[src/verilog/bmr_pkg.sv]
`default_nettype none
package bmr_pkg;
    localparam int BMR_NV_BITS = 4;
    localparam int BMR_MASTERS = 2;
    localparam logic [1:0] BMR_BOOT_NV_IDX = 2'h3;
    localparam logic [3:0] BMR_NV_RESET = 4'h0;
    localparam logic [31:0] BMR_ZERO_BASE = 32'h0000_0000;
    localparam logic [31:0] BMR_ZERO_LAST = 32'h0fff_ffff;
    localparam logic [3:0] BMR_ZERO_PAGE = 4'h0;
    localparam logic [3:0] BMR_ROM_PAGE = 4'h1;
    localparam logic [3:0] BMR_FLASH_PAGE = 4'h2;
    localparam logic [3:0] BMR_SRAM_PAGE = 4'h3;
    localparam logic [31:0] BMR_OFFSET_MASK = 32'h0fff_ffff;
    localparam logic BMR_REMAP_RESET = 1'b0;
    localparam logic BMR_BOOT_RESET = 1'b0;

    typedef enum logic [1:0] {
        BMR_TGT_NONE = 2'b00,
        BMR_TGT_ROM = 2'b01,
        BMR_TGT_FLASH = 2'b10,
        BMR_TGT_SRAM = 2'b11
    } bmr_tgt_t;

    typedef enum logic {
        BMR_CAP_WAIT = 1'b0,
        BMR_CAP_DONE = 1'b1
    } bmr_cap_t;

    function automatic bmr_tgt_t bmr_target(input logic [31:0] addr, input logic remap, input logic boot);
        bmr_tgt_t t;
        t = BMR_TGT_NONE;
        case (addr[31:28])
            BMR_ZERO_PAGE: t = remap ? BMR_TGT_SRAM : (boot ? BMR_TGT_FLASH : BMR_TGT_ROM);
            BMR_ROM_PAGE: t = BMR_TGT_ROM;
            BMR_FLASH_PAGE: t = BMR_TGT_FLASH;
            BMR_SRAM_PAGE: t = BMR_TGT_SRAM;
            default: t = BMR_TGT_NONE;
        endcase
        return t;
    endfunction : bmr_target
endpackage : bmr_pkg
`default_nettype wire

[src/verilog/bmr_nv_if.sv]
`timescale 1ns/1ps
`default_nettype none
interface bmr_nv_if;
    logic set;
    logic clr;
    logic erase;
    logic [1:0] idx;
    logic [3:0] bits;
    modport ctrl (output set, output clr, output erase, output idx, input bits);
    modport store (input set, input clr, input erase, input idx, output bits);
endinterface : bmr_nv_if
`default_nettype wire

[src/verilog/bmr_nv_store.sv]
`timescale 1ns/1ps
`default_nettype none
module bmr_nv_store
    import bmr_pkg::*;
(
    input wire logic i_sys_clk,
    input wire logic i_por_n,
    bmr_nv_if.store nv
);
    // only power-on and a full erase clear these; system resets leave them alone, as a
    // stand-in for cells that keep their value without supply
    logic [3:0] bits_q;
    logic [3:0] bits_d;
    logic [3:0] idx_onehot;

    assign idx_onehot = 4'h1 << nv.idx;
    assign bits_d = nv.erase ? BMR_NV_RESET :
                    nv.set ? (bits_q | idx_onehot) :
                    nv.clr ? (bits_q & ~idx_onehot) : bits_q;
    assign nv.bits = bits_q;

    always_ff @(posedge i_sys_clk or negedge i_por_n) begin
        if (!i_por_n) begin
            bits_q <= BMR_NV_RESET;
        end else begin
            bits_q <= bits_d;
        end
    end

    a_erase_clears: assert property (@(posedge i_sys_clk) disable iff (!i_por_n)
        nv.erase |=> (bits_q == BMR_NV_RESET))
        else $error("full erase left a nv bit set");
    a_set_sticks: assert property (@(posedge i_sys_clk) disable iff (!i_por_n)
        (nv.set && !nv.erase) |=> bits_q[$past(nv.idx)])
        else $error("nv set command not applied");
endmodule : bmr_nv_store
`default_nettype wire

[src/verilog/bmr_decoder.sv]
`timescale 1ns/1ps
`default_nettype none
// Summary of operation
// A valid memory is always decoded at address zero, so fetch after any reset lands somewhere real.
// With the sram-at-zero select on, the zero region goes to the first SRAM bank whatever the boot bit says.
// With the select off and the captured boot bit set, the zero region goes to the Flash.
// With the select off and the captured boot bit clear, the zero region goes to the ROM, clear being the Flash reset state.
// The ROM/Flash choice uses the boot bit as caught at reset, not its live value afterwards.
// The whole range from zero to 0x0FFF_FFFF is given to the boot alias.
// A full Flash erase clears the boot bit, so the next boot without remap uses the ROM.
// Every memory stays reachable at its own fixed base; only the zero alias moves.
// Software turns the sram-at-zero select on only once booting from the initial memory is over.
// The sram-at-zero select is off after reset and keeps its value until software changes it or reset returns.
// The boot bit is bit 3 of four nv bits, set and cleared by Flash commands and kept across system resets.
module bmr_decoder
    import bmr_pkg::*;
#(
    parameter int MASTERS = BMR_MASTERS
) (
    input wire logic i_sys_clk,
    input wire logic i_rstn,
    input wire logic i_por_n,
    input wire logic i_remap_set,
    input wire logic i_remap_clr,
    input wire logic i_nv_set,
    input wire logic i_nv_clr,
    input wire logic [1:0] i_nv_idx,
    input wire logic i_full_erase,
    input wire logic [MASTERS-1:0] i_m_valid,
    input wire logic [MASTERS-1:0][31:0] i_m_addr,
    output logic [MASTERS-1:0] o_m_valid,
    output logic [MASTERS-1:0][1:0] o_m_target,
    output logic [MASTERS-1:0][31:0] o_m_offset,
    output logic o_sram_at_zero_select,
    output logic o_boot_source_select,
    output logic [3:0] o_nv_bits
);
    bmr_nv_if nv ();

    logic remap_q;
    logic remap_d;
    logic boot_q;
    logic boot_d;
    bmr_cap_t cap_q;
    bmr_cap_t cap_d;
    logic boot_live;
    logic boot_eff;

    assign nv.set = i_nv_set;
    assign nv.clr = i_nv_clr;
    assign nv.erase = i_full_erase;
    assign nv.idx = i_nv_idx;

    bmr_nv_store u_nv (
        .i_sys_clk(i_sys_clk),
        .i_por_n(i_por_n),
        .nv(nv)
    );

    assign boot_live = nv.bits[BMR_BOOT_NV_IDX];
    // the first edge after release already sees the live bit, later edges the frozen copy
    assign boot_eff = (cap_q == BMR_CAP_DONE) ? boot_q : boot_live;
    assign cap_d = BMR_CAP_DONE;
    assign boot_d = (cap_q == BMR_CAP_WAIT) ? boot_live : boot_q;
    // set wins over a clear in the same cycle
    assign remap_d = i_remap_set ? 1'b1 : (i_remap_clr ? 1'b0 : remap_q);

    always_ff @(posedge i_sys_clk or negedge i_rstn) begin
        if (!i_rstn) begin
            remap_q <= BMR_REMAP_RESET;
            boot_q <= BMR_BOOT_RESET;
            cap_q <= BMR_CAP_WAIT;
        end else begin
            remap_q <= remap_d;
            boot_q <= boot_d;
            cap_q <= cap_d;
        end
    end

    assign o_sram_at_zero_select = remap_q;
    assign o_boot_source_select = boot_q;
    assign o_nv_bits = nv.bits;

    genvar g;
    generate
        for (g = 0; g < MASTERS; g++) begin : g_master
            bmr_tgt_t tgt_d;
            logic [31:0] off_d;
            logic zero_hit;
            // page wires only feed the checks below
            logic [3:0] page;
            logic page_rom;
            logic page_flash;
            logic page_unmapped;

            assign zero_hit = (i_m_addr[g] <= BMR_ZERO_LAST);
            assign page = i_m_addr[g][31:28];
            assign page_rom = (page == BMR_ROM_PAGE);
            assign page_flash = (page == BMR_FLASH_PAGE);
            assign page_unmapped = (page > BMR_SRAM_PAGE);
            assign tgt_d = bmr_target(i_m_addr[g], remap_q, boot_eff);
            assign off_d = i_m_addr[g] & BMR_OFFSET_MASK;

            always_ff @(posedge i_sys_clk or negedge i_rstn) begin
                if (!i_rstn) begin
                    o_m_valid[g] <= 1'b0;
                    o_m_target[g] <= BMR_TGT_NONE;
                    o_m_offset[g] <= BMR_ZERO_BASE;
                end else begin
                    o_m_valid[g] <= i_m_valid[g];
                    o_m_target[g] <= tgt_d;
                    o_m_offset[g] <= off_d;
                end
            end

            a_zero_always_mapped: assert property (@(posedge i_sys_clk) disable iff (!i_rstn)
                (i_m_valid[g] && zero_hit) |=> (o_m_valid[g] && o_m_target[g] != BMR_TGT_NONE))
                else $error("zero region left unmapped");
            a_remap_to_sram: assert property (@(posedge i_sys_clk) disable iff (!i_rstn)
                (i_m_valid[g] && zero_hit && remap_q) |=> (o_m_target[g] == BMR_TGT_SRAM))
                else $error("remap did not send zero region to sram");
            a_boot_flash: assert property (@(posedge i_sys_clk) disable iff (!i_rstn)
                (i_m_valid[g] && zero_hit && !remap_q && boot_eff) |=> (o_m_target[g] == BMR_TGT_FLASH))
                else $error("set boot bit did not map flash at zero");
            a_boot_rom: assert property (@(posedge i_sys_clk) disable iff (!i_rstn)
                (i_m_valid[g] && zero_hit && !remap_q && !boot_eff) |=> (o_m_target[g] == BMR_TGT_ROM))
                else $error("clear boot bit did not map rom at zero");
            a_full_alias_range: assert property (@(posedge i_sys_clk) disable iff (!i_rstn)
                (i_m_valid[g] && zero_hit) |=> (o_m_offset[g] == $past(i_m_addr[g])))
                else $error("zero alias offset wrong");
            a_fixed_bases: assert property (@(posedge i_sys_clk) disable iff (!i_rstn)
                (i_m_valid[g] && i_m_addr[g][31:28] == BMR_SRAM_PAGE) |=> (o_m_target[g] == BMR_TGT_SRAM))
                else $error("sram not at its fixed base");

            // the other windows never move either, whatever remap or the boot bit say
            a_rom_fixed_base: assert property (@(posedge i_sys_clk) disable iff (!i_rstn)
                (i_m_valid[g] && page_rom) |=> (o_m_target[g] == BMR_TGT_ROM))
                else $error("rom not at its fixed base");
            a_flash_fixed_base: assert property (@(posedge i_sys_clk) disable iff (!i_rstn)
                (i_m_valid[g] && page_flash) |=> (o_m_target[g] == BMR_TGT_FLASH))
                else $error("flash not at its fixed base");
            a_unmapped_page: assert property (@(posedge i_sys_clk) disable iff (!i_rstn)
                (i_m_valid[g] && page_unmapped) |=> (o_m_target[g] == BMR_TGT_NONE))
                else $error("unmapped page decoded to a memory");
            a_offset_in_window: assert property (@(posedge i_sys_clk) disable iff (!i_rstn)
                i_m_valid[g] |=> (o_m_offset[g] == ($past(i_m_addr[g]) & BMR_OFFSET_MASK)))
                else $error("offset inside the window wrong");
            a_valid_follows: assert property (@(posedge i_sys_clk) disable iff (!i_rstn)
                1'b1 |=> (o_m_valid[g] == $past(i_m_valid[g])))
                else $error("request strobe not passed on");
            a_sram_over_boot: assert property (@(posedge i_sys_clk) disable iff (!i_rstn)
                (i_m_valid[g] && zero_hit && remap_q && boot_eff) |=> (o_m_target[g] == BMR_TGT_SRAM))
                else $error("boot bit overrode the remap select");

            // once captured, a live bit that disagrees must lose
            a_live_set_ignored: assert property (@(posedge i_sys_clk) disable iff (!i_rstn)
                (i_m_valid[g] && zero_hit && !remap_q && cap_q == BMR_CAP_DONE && !boot_q && boot_live)
                |=> (o_m_target[g] == BMR_TGT_ROM))
                else $error("live boot bit moved zero to flash");
            a_live_clr_ignored: assert property (@(posedge i_sys_clk) disable iff (!i_rstn)
                (i_m_valid[g] && zero_hit && !remap_q && cap_q == BMR_CAP_DONE && boot_q && !boot_live)
                |=> (o_m_target[g] == BMR_TGT_FLASH))
                else $error("live boot bit moved zero to rom");

            // judged under power-on only, so that system reset itself is what gets checked
            a_reset_quiet_out: assert property (@(posedge i_sys_clk) disable iff (!i_por_n)
                !i_rstn |-> (!o_m_valid[g] && o_m_target[g] == BMR_TGT_NONE))
                else $error("outputs not idle in reset");
        end
    endgenerate

    a_boot_frozen: assert property (@(posedge i_sys_clk) disable iff (!i_rstn)
        (cap_q == BMR_CAP_DONE) |=> ($stable(boot_q) && boot_eff == boot_q))
        else $error("boot choice followed the live bit");
    a_boot_captured: assert property (@(posedge i_sys_clk) disable iff (!i_rstn)
        (cap_q == BMR_CAP_WAIT) |=> (boot_q == $past(nv.bits[3])))
        else $error("boot bit not caught from nv bit 3");
    a_remap_holds: assert property (@(posedge i_sys_clk) disable iff (!i_rstn)
        (!i_remap_set && !i_remap_clr) |=> $stable(remap_q))
        else $error("remap select changed on its own");
    a_remap_set_wins: assert property (@(posedge i_sys_clk) disable iff (!i_rstn)
        i_remap_set |=> remap_q)
        else $error("remap set lost");
    a_remap_clr_takes: assert property (@(posedge i_sys_clk) disable iff (!i_rstn)
        (i_remap_clr && !i_remap_set) |=> !remap_q)
        else $error("remap clear lost");
    a_cap_once: assert property (@(posedge i_sys_clk) disable iff (!i_rstn)
        (cap_q == BMR_CAP_WAIT) |=> (cap_q == BMR_CAP_DONE))
        else $error("boot capture did not close");

    // system reset clears the select and the capture but must never touch the nv bits
    a_remap_reset_off: assert property (@(posedge i_sys_clk) disable iff (!i_por_n)
        !i_rstn |-> (remap_q == BMR_REMAP_RESET && cap_q == BMR_CAP_WAIT))
        else $error("remap select not off in reset");
    a_boot_reset_clear: assert property (@(posedge i_sys_clk) disable iff (!i_por_n)
        !i_rstn |-> (boot_q == BMR_BOOT_RESET))
        else $error("boot choice not cleared in reset");
    a_nv_kept_reset: assert property (@(posedge i_sys_clk) disable iff (!i_por_n)
        (!i_nv_set && !i_nv_clr && !i_full_erase) |=> $stable(nv.bits))
        else $error("nv bits changed without a command");
    a_erase_boot_rom: assert property (@(posedge i_sys_clk) disable iff (!i_por_n)
        i_full_erase |=> !nv.bits[BMR_BOOT_NV_IDX])
        else $error("erase left the boot bit set");
    a_nv_clr_applies: assert property (@(posedge i_sys_clk) disable iff (!i_por_n)
        (i_nv_clr && !i_nv_set && !i_full_erase) |=> !nv.bits[$past(i_nv_idx)])
        else $error("nv clear command not applied");
    a_other_nv_kept: assert property (@(posedge i_sys_clk) disable iff (!i_por_n)
        ((i_nv_set || i_nv_clr) && !i_full_erase) |=> ((nv.bits & ~(4'h1 << $past(i_nv_idx))) ==
            ($past(nv.bits) & ~(4'h1 << $past(i_nv_idx)))))
        else $error("nv command disturbed another bit");


    c_remap_fetch: cover property (@(posedge i_sys_clk) disable iff (!i_rstn)
        remap_q && i_m_valid[0] && i_m_addr[0][31:28] == BMR_ZERO_PAGE);
    c_flash_boot: cover property (@(posedge i_sys_clk) disable iff (!i_rstn)
        boot_q && !remap_q && i_m_valid[0]);
    c_erase_then_rom: cover property (@(posedge i_sys_clk) disable iff (!i_rstn)
        i_full_erase ##1 !nv.bits[3]);
    c_unmapped_page: cover property (@(posedge i_sys_clk) disable iff (!i_rstn)
        i_m_valid[0] && i_m_addr[0][31:28] > BMR_SRAM_PAGE);
    c_live_differs: cover property (@(posedge i_sys_clk) disable iff (!i_rstn)
        cap_q == BMR_CAP_DONE && boot_q != boot_live && i_m_valid[0]);
endmodule : bmr_decoder
`default_nettype wire

[config.mk]
export PLATFORM = sky130hd
export DESIGN_NAME = bmr_decoder
export DESIGN_NICKNAME = d
export VERILOG_FILES = /design/src/verilog/bmr_pkg.sv /design/src/verilog/bmr_nv_if.sv /design/src/verilog/bmr_nv_store.sv /design/src/verilog/bmr_decoder.sv
export SDC_FILE = /design/constraint.sdc
export NUM_CORES = 1
export LEC_CHECK = 0
export BUFFER_PORTS_ARGS = -buffer_cell sky130_fd_sc_hd__buf_4
export CAP_MARGIN = 20
export CORE_MARGIN = 4
export CORE_UTILIZATION = 30
export DETAILED_ROUTE_END_ITERATION = 8
export GPL_ROUTABILITY_DRIVEN = 0
export GPL_TIMING_DRIVEN = 1
export PLACE_DENSITY = 0.66
export SYNTH_ARGS = -nofsm -noshare
export SYNTH_HDL_FRONTEND = slang
export SYNTH_SLANG_ARGS = --single-unit
[constraint.sdc]
create_clock -name i_sys_clk -period 1.1 [get_ports i_sys_clk]
set_clock_uncertainty 0.05 [all_clocks]
set_input_delay 0.11 -clock i_sys_clk [delete_from_list [all_inputs] [get_ports i_sys_clk]]
set_output_delay 0.11 -clock i_sys_clk [all_outputs]
set_load 0.1 [all_outputs]
==> results_dict.tcl, run 1 <==
set metrics [dict create \
    drt_iter0_drc 57 \
    final_util_pct 71.2 \
    fin_ws_ns -0.0774 \
    yosys_warnings 0 \
    antenna_found_initial 0 \
    max_freq_mhz 849 \
    syn_area_per_cell_um2 18.7 \
    die-height_um 90.1 \
    numPortBuffers 143 \
    initial_core_util_pct 31.3 \
    core_mm2 0.00646 \
    worstPathArrival_ns 1.02 \
    startpoint_type "flop" \
    cts.clk_slew.worst_paths_ns 0.07 \
    area_growth_pct 128 \
    hp-class "in2reg" \
    cts_root_buf "clkbuf_8" \
    final_nets 408 \
    firstDrtPassIters 4 \
    crit_fanout 3 \
    drive_gt1_share_pct 51.3 \
    status "complete, but fails checks" \
    dpl.cell_count 328 \
    dieArea_mm2 0.00812 \
    finalMaxSlewViolations 0 \
    cts_tree "done" \
    peakVddDrop_v 0.000840 \
    yosys.cell_types.count 20 \
    die_w_um 90.1 \
    cp.required_ns 0.94 \
    cp-end-kind "primary output" \
    p_leak_nw 2.19 \
    clock_sinks 69 \
    avgViaCountPerCell 4.22 \
    grt_pass1_vias 2027 \
    worst_skew_pair.late_latency_ns 0.32 \
    dp_hpwl_mm 4.05 \
    drc_errors 0 \
    wl_per_cell_um 15.8 \
    ios 152 \
    gr-total-overflow 0 \
    track_usage_pct 16.7 \
    synthCells 108 \
    cp_top_family "flip-flops" \
    setup_viol 6 \
    period_minus_slack_ns 1.18 \
    critPathMaxStageDelay_ns 0.51 \
    powerDensity_mw_per_mm2 1470 \
    pre_cts_ws_ns 0.00458 \
    synth_top_cell_area_share_pct 85.4 \
    vias 1746 \
    cp_slowest_cell "dfrtp_4" \
    cts_buffer_depth 2 \
    grt_max_degree 66 \
    fin_crit_sh_pct 107 \
    synthesis.area_mm2 0.00202 \
    wl_mm 6.53 \
    synth_top_cells_by_area "dfrtp_1 85%, buf_4 3.0%, a2111oi_2 1.5%" \
    num_antenna_cells 0 \
    placementRows 29 \
    cts_inserted_buffers 9 \
    layout.cells.non_filler 414 \
    seq_area_frac_synth_pct 85.4 \
    critPathKind "reg2out" \
    final.setup.tns_ns -0.290 \
    grt_pass1_wl_mm 10.7 \
    htree_levels 3 \
    path_cells "buf_12" \
    postRouteAntennaNets 0 \
    power_mw 6.76 \
    hold_viol_final 0 \
    grt_setup_unrepaired "true" \
    cap_violations 0 \
    synth_largest_area_cell "dfrtp_1" \
    critPathBufInv 1 \
    violations "negative setup slack" \
    ys_ff_latch 69 \
]
metal layers:
| layer | track usage (%) | part of all wire [%] |
|---|---|---|
| met1 | 17.3 | 34 |
| met3 | 6.59 | 9.3 |
| met4 | 6.76 | 2.4 |
| met2 | 30.1 | 55 |
| met5 | 0 | 0 |
cell type report:
type / instances / area, um2
clock buffers: 11 / 131
clock inverters: 5 / 52.6
fillers: 422 / 1860
inverters: 3 / 11.3
multi-input cells: 35 / 274
flip-flops and latches: 69 / 1740
well taps: 77 / 96.3
repair buffers: 214 / 2290
flip-flops by register name, summed over array words and instances, names as in the netlist:
signal	flops
u_nv.nv.bits	4
o_m_offset	56
o_m_valid	2
o_boot_source_select	1
o_m_target	4
o_sram_at_zero_select	1
cap_q	1
cell families (layout without fill, tap and decap cells):
family                 count (synthesis)  in the layout  synth area share [%]
buffers and inverters                 11            233                  3.53
muxes                                  1              1                 0.681
and+or+nand+nor                       16             16                  5.44
other                                  2              9                 0.371
DFF                                   69             69                  85.4
AOI/OAI and AO/OA                      9              9                  4.58
repair_timing:
item                                    CTS  global route
resized for setup                        83            48
buffers inserted                          1             1
pin swaps                                 1             1
endpoints found under the setup margin   69            53
endpoints found under the hold margin   132             0
cloned                                    0             0
hold buffers                             68             0
path summary, 6_finish.rpt:
kind                                       startpoint                    to  slack, ns  cells after the start
worst max-delay path                  u_nv.nv.bits[3]          o_nv_bits[3]      -0.08                      1
min in group asynchronous                     i_por_n       u_nv.nv.bits[2]       0.06                      2
worst min-delay path                     i_m_addr[60]         o_m_target[2]       0.03                      2
max in group asynchronous                      i_rstn  o_boot_source_select       0.43                      3
worst max register to register  o_sram_at_zero_select         o_m_target[2]      -0.04                      2
worst min register to register        u_nv.nv.bits[0]       u_nv.nv.bits[0]       0.48                      1
synth_stat cells:
cell,number
a2111oi_2,2
a21o_1,1
a31o_1,1
a31o_2,3
and4b_1,1
and4bb_1,1
buf_4,8
conb_1,2
dfrtp_1,69
inv_1,3
mux2i_2,1
nand2b_1,2
nand3_1,1
nand3b_1,2
nor2_1,4
nor2b_1,2
nor4b_1,1
nor4bb_1,1
o311a_1,2
or3b_1,1
power by group:
group,switching (mW),internal (mW)
Clock,0.891,1.04
Sequential,0.0950,2.67
Combinational,1.34,0.722
Total,2.32,4.43
stage by stage:
| stage | hold slack (ns) | instance area [um2] |
|---|---|---|
| floorplan | -0.236 | 2070 |
| global placement | -0.139 | 3200 |
| detailed placement | -0.140 | 3200 |
| CTS | 0.0150 | 4400 |
| global route | 0.0201 | 4600 |
| finish | 0.0342 | 4600 |
cell usage in the layout, fill, tap and decap left out:
master / instances
a31o_1: 1
nand3b_1: 2
clkinvlp_4: 1
nor2_1: 3
a2111oi_4: 1
o311a_1: 2
nand3_1: 1
nor2b_1: 2
bufinv_16: 1
a2111oi_2: 1
mux2i_4: 1
nor4b_1: 1
nand2b_1: 2
nor2_2: 1
clkbuf_1: 2
inv_1: 3
buf_4: 76
or3b_1: 1
dfrtp_4: 3
buf_12: 14
clkbuf_8: 9
buf_8: 35
dfrtp_1: 63
clkinv_2: 3
buf_6: 21
dlygate4sd3_1: 68
dfrtp_2: 3
a31o_2: 3
nor4bb_1: 1
and4b_1: 1
and4bb_1: 1
conb_1: 9
a21o_1: 1
Note: power is estimated with default switching activity, not from simulation.
==> inputs of run 2 (changes only) <==
--- a/constraint.sdc
+++ b/constraint.sdc
@@ -4,2 +4,2 @@
 set_output_delay 0.11 -clock i_sys_clk [all_outputs]
-set_load 0.1 [all_outputs]
+set_load 0.005 [all_outputs]
==> results_dict.tcl, run 2 (synthesized netlist as in run 1, its figures left out) <==
set metrics [dict create \
    antenna_found_initial 0 \
    worst_skew_pair.late_latency_ns 0.33 \
    path_cells "mux2i_4 > o311a_1" \
    htree_levels 3 \
    powerDensity_mw_per_mm2 1310 \
    fill_cells 475 \
    cts_buffer_depth 2 \
    drt_iter0_drc 48 \
    cp.required_ns 1.26 \
    placementRows 29 \
    largest_reg_flops 56 \
    worstPathArrival_ns 1.28 \
    r2r_start "cap_q" \
    finalMaxSlewViolations 0 \
    drive_gt1_share_pct 49.7 \
    dpl-instance-area_mm2 0.00318 \
    initial_core_util_pct 31.3 \
    core_mm2 0.00646 \
    critPathMaxStageDelay_ns 0.41 \
    dp_hpwl_mm 4.37 \
    cts.clk_slew.worst_paths_ns 0.07 \
    avgViaCountPerCell 4.10 \
    max_freq_mhz 895 \
    cts_root_buf "clkbuf_8" \
    track_usage_pct 17.2 \
    startpoint_type "flop" \
    firstDrtPassIters 4 \
    cp-end-kind "flop" \
    peakVddDrop_v 0.000885 \
    hp-class "in2async" \
    grt_max_degree 66 \
    layout_common_cells "142 x buf_4, 70 x dlygate4sd3_1, 67 x dfrtp_1" \
    mostFrequentLayoutCell "buf_4" \
    power_mw 5.37 \
    gr-total-overflow 0 \
    reg2reg_depth 2 \
    vias 1703 \
    die_w_um 90.1 \
    final_nets 409 \
    wl_per_cell_um 16.2 \
    top_register "o_m_offset" \
    violations "negative setup slack" \
    setup_viol 3 \
    cts_tree "done" \
    wl_mm 6.71 \
    status "complete, but fails checks" \
    period_minus_slack_ns 1.12 \
    area_growth_pct 103 \
    fin_ws_ns -0.0174 \
    stdcell_area_mm2 0.00411 \
    crit_path_start "cap_q" \
    clock_sinks 69 \
    pre_cts_ws_ns 0.0355 \
    ios 152 \
    postRouteAntennaNets 0 \
    crit_fanout 5 \
    crit_end "o_m_target[0]" \
    num_antenna_cells 0 \
    grt_pass1_wl_mm 10.5 \
    grt_pass1_vias 1921 \
    reg2reg_slack_ns -0.02 \
    numPortBuffers 143 \
    reg2reg_to "o_m_target[0]" \
    cp_slowest_cell "dfrtp_1" \
    grt_setup_unrepaired "true" \
    dieArea_mm2 0.00812 \
    drc_errors 0 \
    die-height_um 90.1 \
    cap_violations 0 \
    fin_crit_sh_pct 102 \
    p_leak_nw 2.03 \
    critPathKind "reg2reg" \
    hold_viol_final 0 \
    cts_inserted_buffers 9 \
]
run 2: power by group:
part	internal (mW)	switching [mW]
Sequential	2.67	0.0486
Clock	0.885	0.968
Combinational	0.531	0.271
Total	4.08	1.29
run 2: how the worst min path moves through the flow:
stage                                 end  slack, ns
after floorplan                     cap_q      -0.24
after detailed placement  u_nv.nv.bits[2]      -0.14
final                     u_nv.nv.bits[2]       0.06
after global routing      u_nv.nv.bits[2]       0.05
after global placement    u_nv.nv.bits[1]      -0.14
after CTS                 u_nv.nv.bits[3]       0.04
run 2: critical path, delay by kind of cell, from the launching register on:
family         cells  cell delay (ns)
flip-flops         1             0.41
multiplexers       1             0.23
AO/OA/AOI/OAI      1             0.31
run 2: metal layers:
| metal | vias to the layer above | part of all wire, % | track usage, % | wire length, um |
|---|---|---|---|---|
| met5 | - | 0 | 0 | 0 |
| met4 | 0 | 3.0 | 8.67 | 199 |
| met3 | 14 | 4.6 | 5.18 | 310 |
| met2 | 77 | 58 | 31.3 | 3900 |
| met1 | 822 | 34 | 17.9 | 2290 |
| li1 | 790 | - | - | - |
run 2: timing repair:
action | CTS | global route
buffers inserted | 1 | 0
endpoints found under the hold margin | 132 | 0
resized for setup | 1 | 6
hold buffers | 70 | 0
endpoints found under the setup margin | 1 | 6
run 2: area by class of cell:
| class | instances | area, um2 | share of cell area, % |
|---|---|---|---|
| Clock buffer | 11 | 141 | 3.44 |
| Clock inverter | 5 | 35.0 | 0.853 |
| Inverter | 3 | 11.3 | 0.274 |
| Multi-Input combinational cell | 35 | 284 | 6.92 |
| Sequential cell | 69 | 1730 | 42.1 |
| Tap cell | 77 | 96.3 | 2.35 |
| Timing Repair Buffer | 215 | 1810 | 44.1 |
run 2: metrics by stage:
stage | cells | utilization (%) | hold WS (ns) | setup TNS [ns]
2_1_floorplan | 115 | - | -0.236 | 0
3_3_place_gp | 328 | 49.2 | -0.137 | 0
3_5_place_dp | 328 | 49.2 | -0.139 | 0
4_1_cts | 415 | 63.0 | 0.0369 | 0
5_1_grt | 415 | 63.6 | 0.0456 | -0.186
6_report | 415 | 63.6 | 0.0561 | -0.0263
==> inputs of run 3 (changes only) <==
- PLACE_DENSITY: 0.66 -> 0.68
- clock period: 1.1 -> 1 ns (I/O delays scaled with it)
==> results_dict.tcl, run 3 (synthesized netlist as in run 1, its figures left out) <==
set metrics [dict create \
    layout_common_cells "87 x buf_4, 70 x dlygate4sd3_1, 69 x dfrtp_1" \
    final.setup.tns_ns -0.612 \
    fin_crit_sh_pct 110 \
    regArea_mm2 0.00173 \
    initial_core_util_pct 31.3 \
    wl_mm 7.25 \
    p_seq_share_pct 48.2 \
    worst_skew_pair.late_latency_ns 0.33 \
    cts.clk_slew.worst_paths_ns 0.07 \
    num_antenna_cells 0 \
    fin_ws_ns -0.102 \
    cts_inserted_buffers 9 \
    numPortBuffers 143 \
    cp-end-kind "primary output" \
    cts_root_buf "clkbuf_8" \
    hp-class "in2reg" \
    vias 1802 \
    period_minus_slack_ns 1.10 \
    crit_path_start "o_sram_at_zero_select" \
    dieArea_mm2 0.00812 \
    dp_hpwl_mm 4.33 \
    area_growth_pct 118 \
    stdcell_area_mm2 0.00441 \
    worstPathArrival_ns 0.95 \
    cts_buffer_depth 2 \
    grt_setup_unrepaired "true" \
    dpl.cell_count 335 \
    layout.cells.non_filler 424 \
    crit_fanout 2 \
    startpoint_type "flop" \
    final_util_pct 68.3 \
    critPathKind "reg2out" \
    p_leak_nw 2.16 \
    drt_iter0_drc 13 \
    power_switching_mw 1.40 \
    firstDrtPassIters 4 \
    antenna_found_initial 0 \
    worstHoldStart "i_nv_idx[1]" \
    reg2reg_slack_ns -0.08 \
    avgViaCountPerCell 4.25 \
    max_freq_mhz 907 \
    fill_cells 438 \
    dpl-instance-area_mm2 0.00324 \
    die_w_um 90.1 \
    ios 152 \
    r2r_start "o_sram_at_zero_select" \
    top_register "o_m_offset" \
    die-height_um 90.1 \
    power_mw 6.24 \
    gr-total-overflow 0 \
    setup_viol 11 \
    pwr-share-clk_pct 35.8 \
    htree_levels 3 \
    cts_tree "done" \
    cap_violations 0 \
    peakVddDrop_v 0.000752 \
    pre_cts_ws_ns -0.0514 \
    finalMaxSlewViolations 0 \
    wl_per_cell_um 17.1 \
    drc_errors 0 \
    comb_power_share_pct 16.0 \
    status "complete, but fails checks" \
    grt_max_degree 25 \
    placementRows 29 \
    multi_input_area_um2 250 \
    powerDensity_mw_per_mm2 1410 \
    p_int_mw 4.84 \
    core_mm2 0.00646 \
    mostFrequentLayoutCell "buf_4" \
    hold_viol_final 0 \
    largest_reg_flops 56 \
    grt_pass1_wl_mm 11.1 \
    violations "negative setup slack" \
    hold-worst-slack_ns 0.0665 \
    clock_sinks 69 \
    track_usage_pct 17.9 \
    cp.required_ns 0.85 \
    final_nets 419 \
    postRouteAntennaNets 0 \
    drive_gt1_share_pct 50.1 \
    grt_pass1_vias 2081 \
    switching_share_pct 22.5 \
]
-- run 3: cell count changes in the layout (fill, tap and decap cells not counted), sizes merged --
cell,delta
buf,+10
bufinv,+1
clkbuf,+1
clkinv,-2
inv,-1
-- run 3: final cells by class --
class                           instances  area share, %
Timing Repair Buffer                  225           48.4
Tap cell                               77           2.18
Sequential cell                        69           39.1
Multi-Input combinational cell         35           5.67
Clock buffer                           12           3.29
Clock inverter                          3           1.05
Inverter                                3          0.255
-- run 3: worst max-delay path, cell delays in order, from the launching register on --
cell     delay (ns)
dfrtp_1        0.40
buf_6          0.12
buf_6          0.10
-- run 3: final timing paths --
| check | depth (start not counted) | end |
|---|---|---|
| setup / recovery | 2 | o_sram_at_zero_select |
| hold / removal | 3 | u_nv.nv.bits[0] |
| setup reg to reg | 3 | o_m_target[1] |
| hold reg to reg | 2 | o_boot_source_select |
| max in group asynchronous | 3 | o_m_offset[9] |
| min in group asynchronous | 2 | u_nv.nv.bits[3] |
-- run 3: metal layers --
layer,track usage (%),vias up,wire [um]
li1,-,812,-
met1,17.6,890,2350
met2,34.5,85,4360
met3,4.01,15,360
met4,9.06,0,186
met5,0,-,0
-- run 3: repair_timing --
item	CTS	global route
endpoints found under the hold margin	132	0
setup buffers	4	0
gates cloned	0	0
gates resized for setup	33	33
endpoints found under the setup margin	34	72
hold buffers	70	0
-- run 3: power groups by stage --
stage / Combinational, mW / Clock, mW / Sequential [mW]
after CTS: 0.944 / 2.28 / 2.99
after global placement: 0.648 / 0 / 3.03
after floorplan: 0.0812 / 0 / 3.05
final: 0.996 / 2.23 / 3.01
after detailed placement: 0.660 / 0 / 3.03
after global routing: 1.06 / 2.42 / 3.02
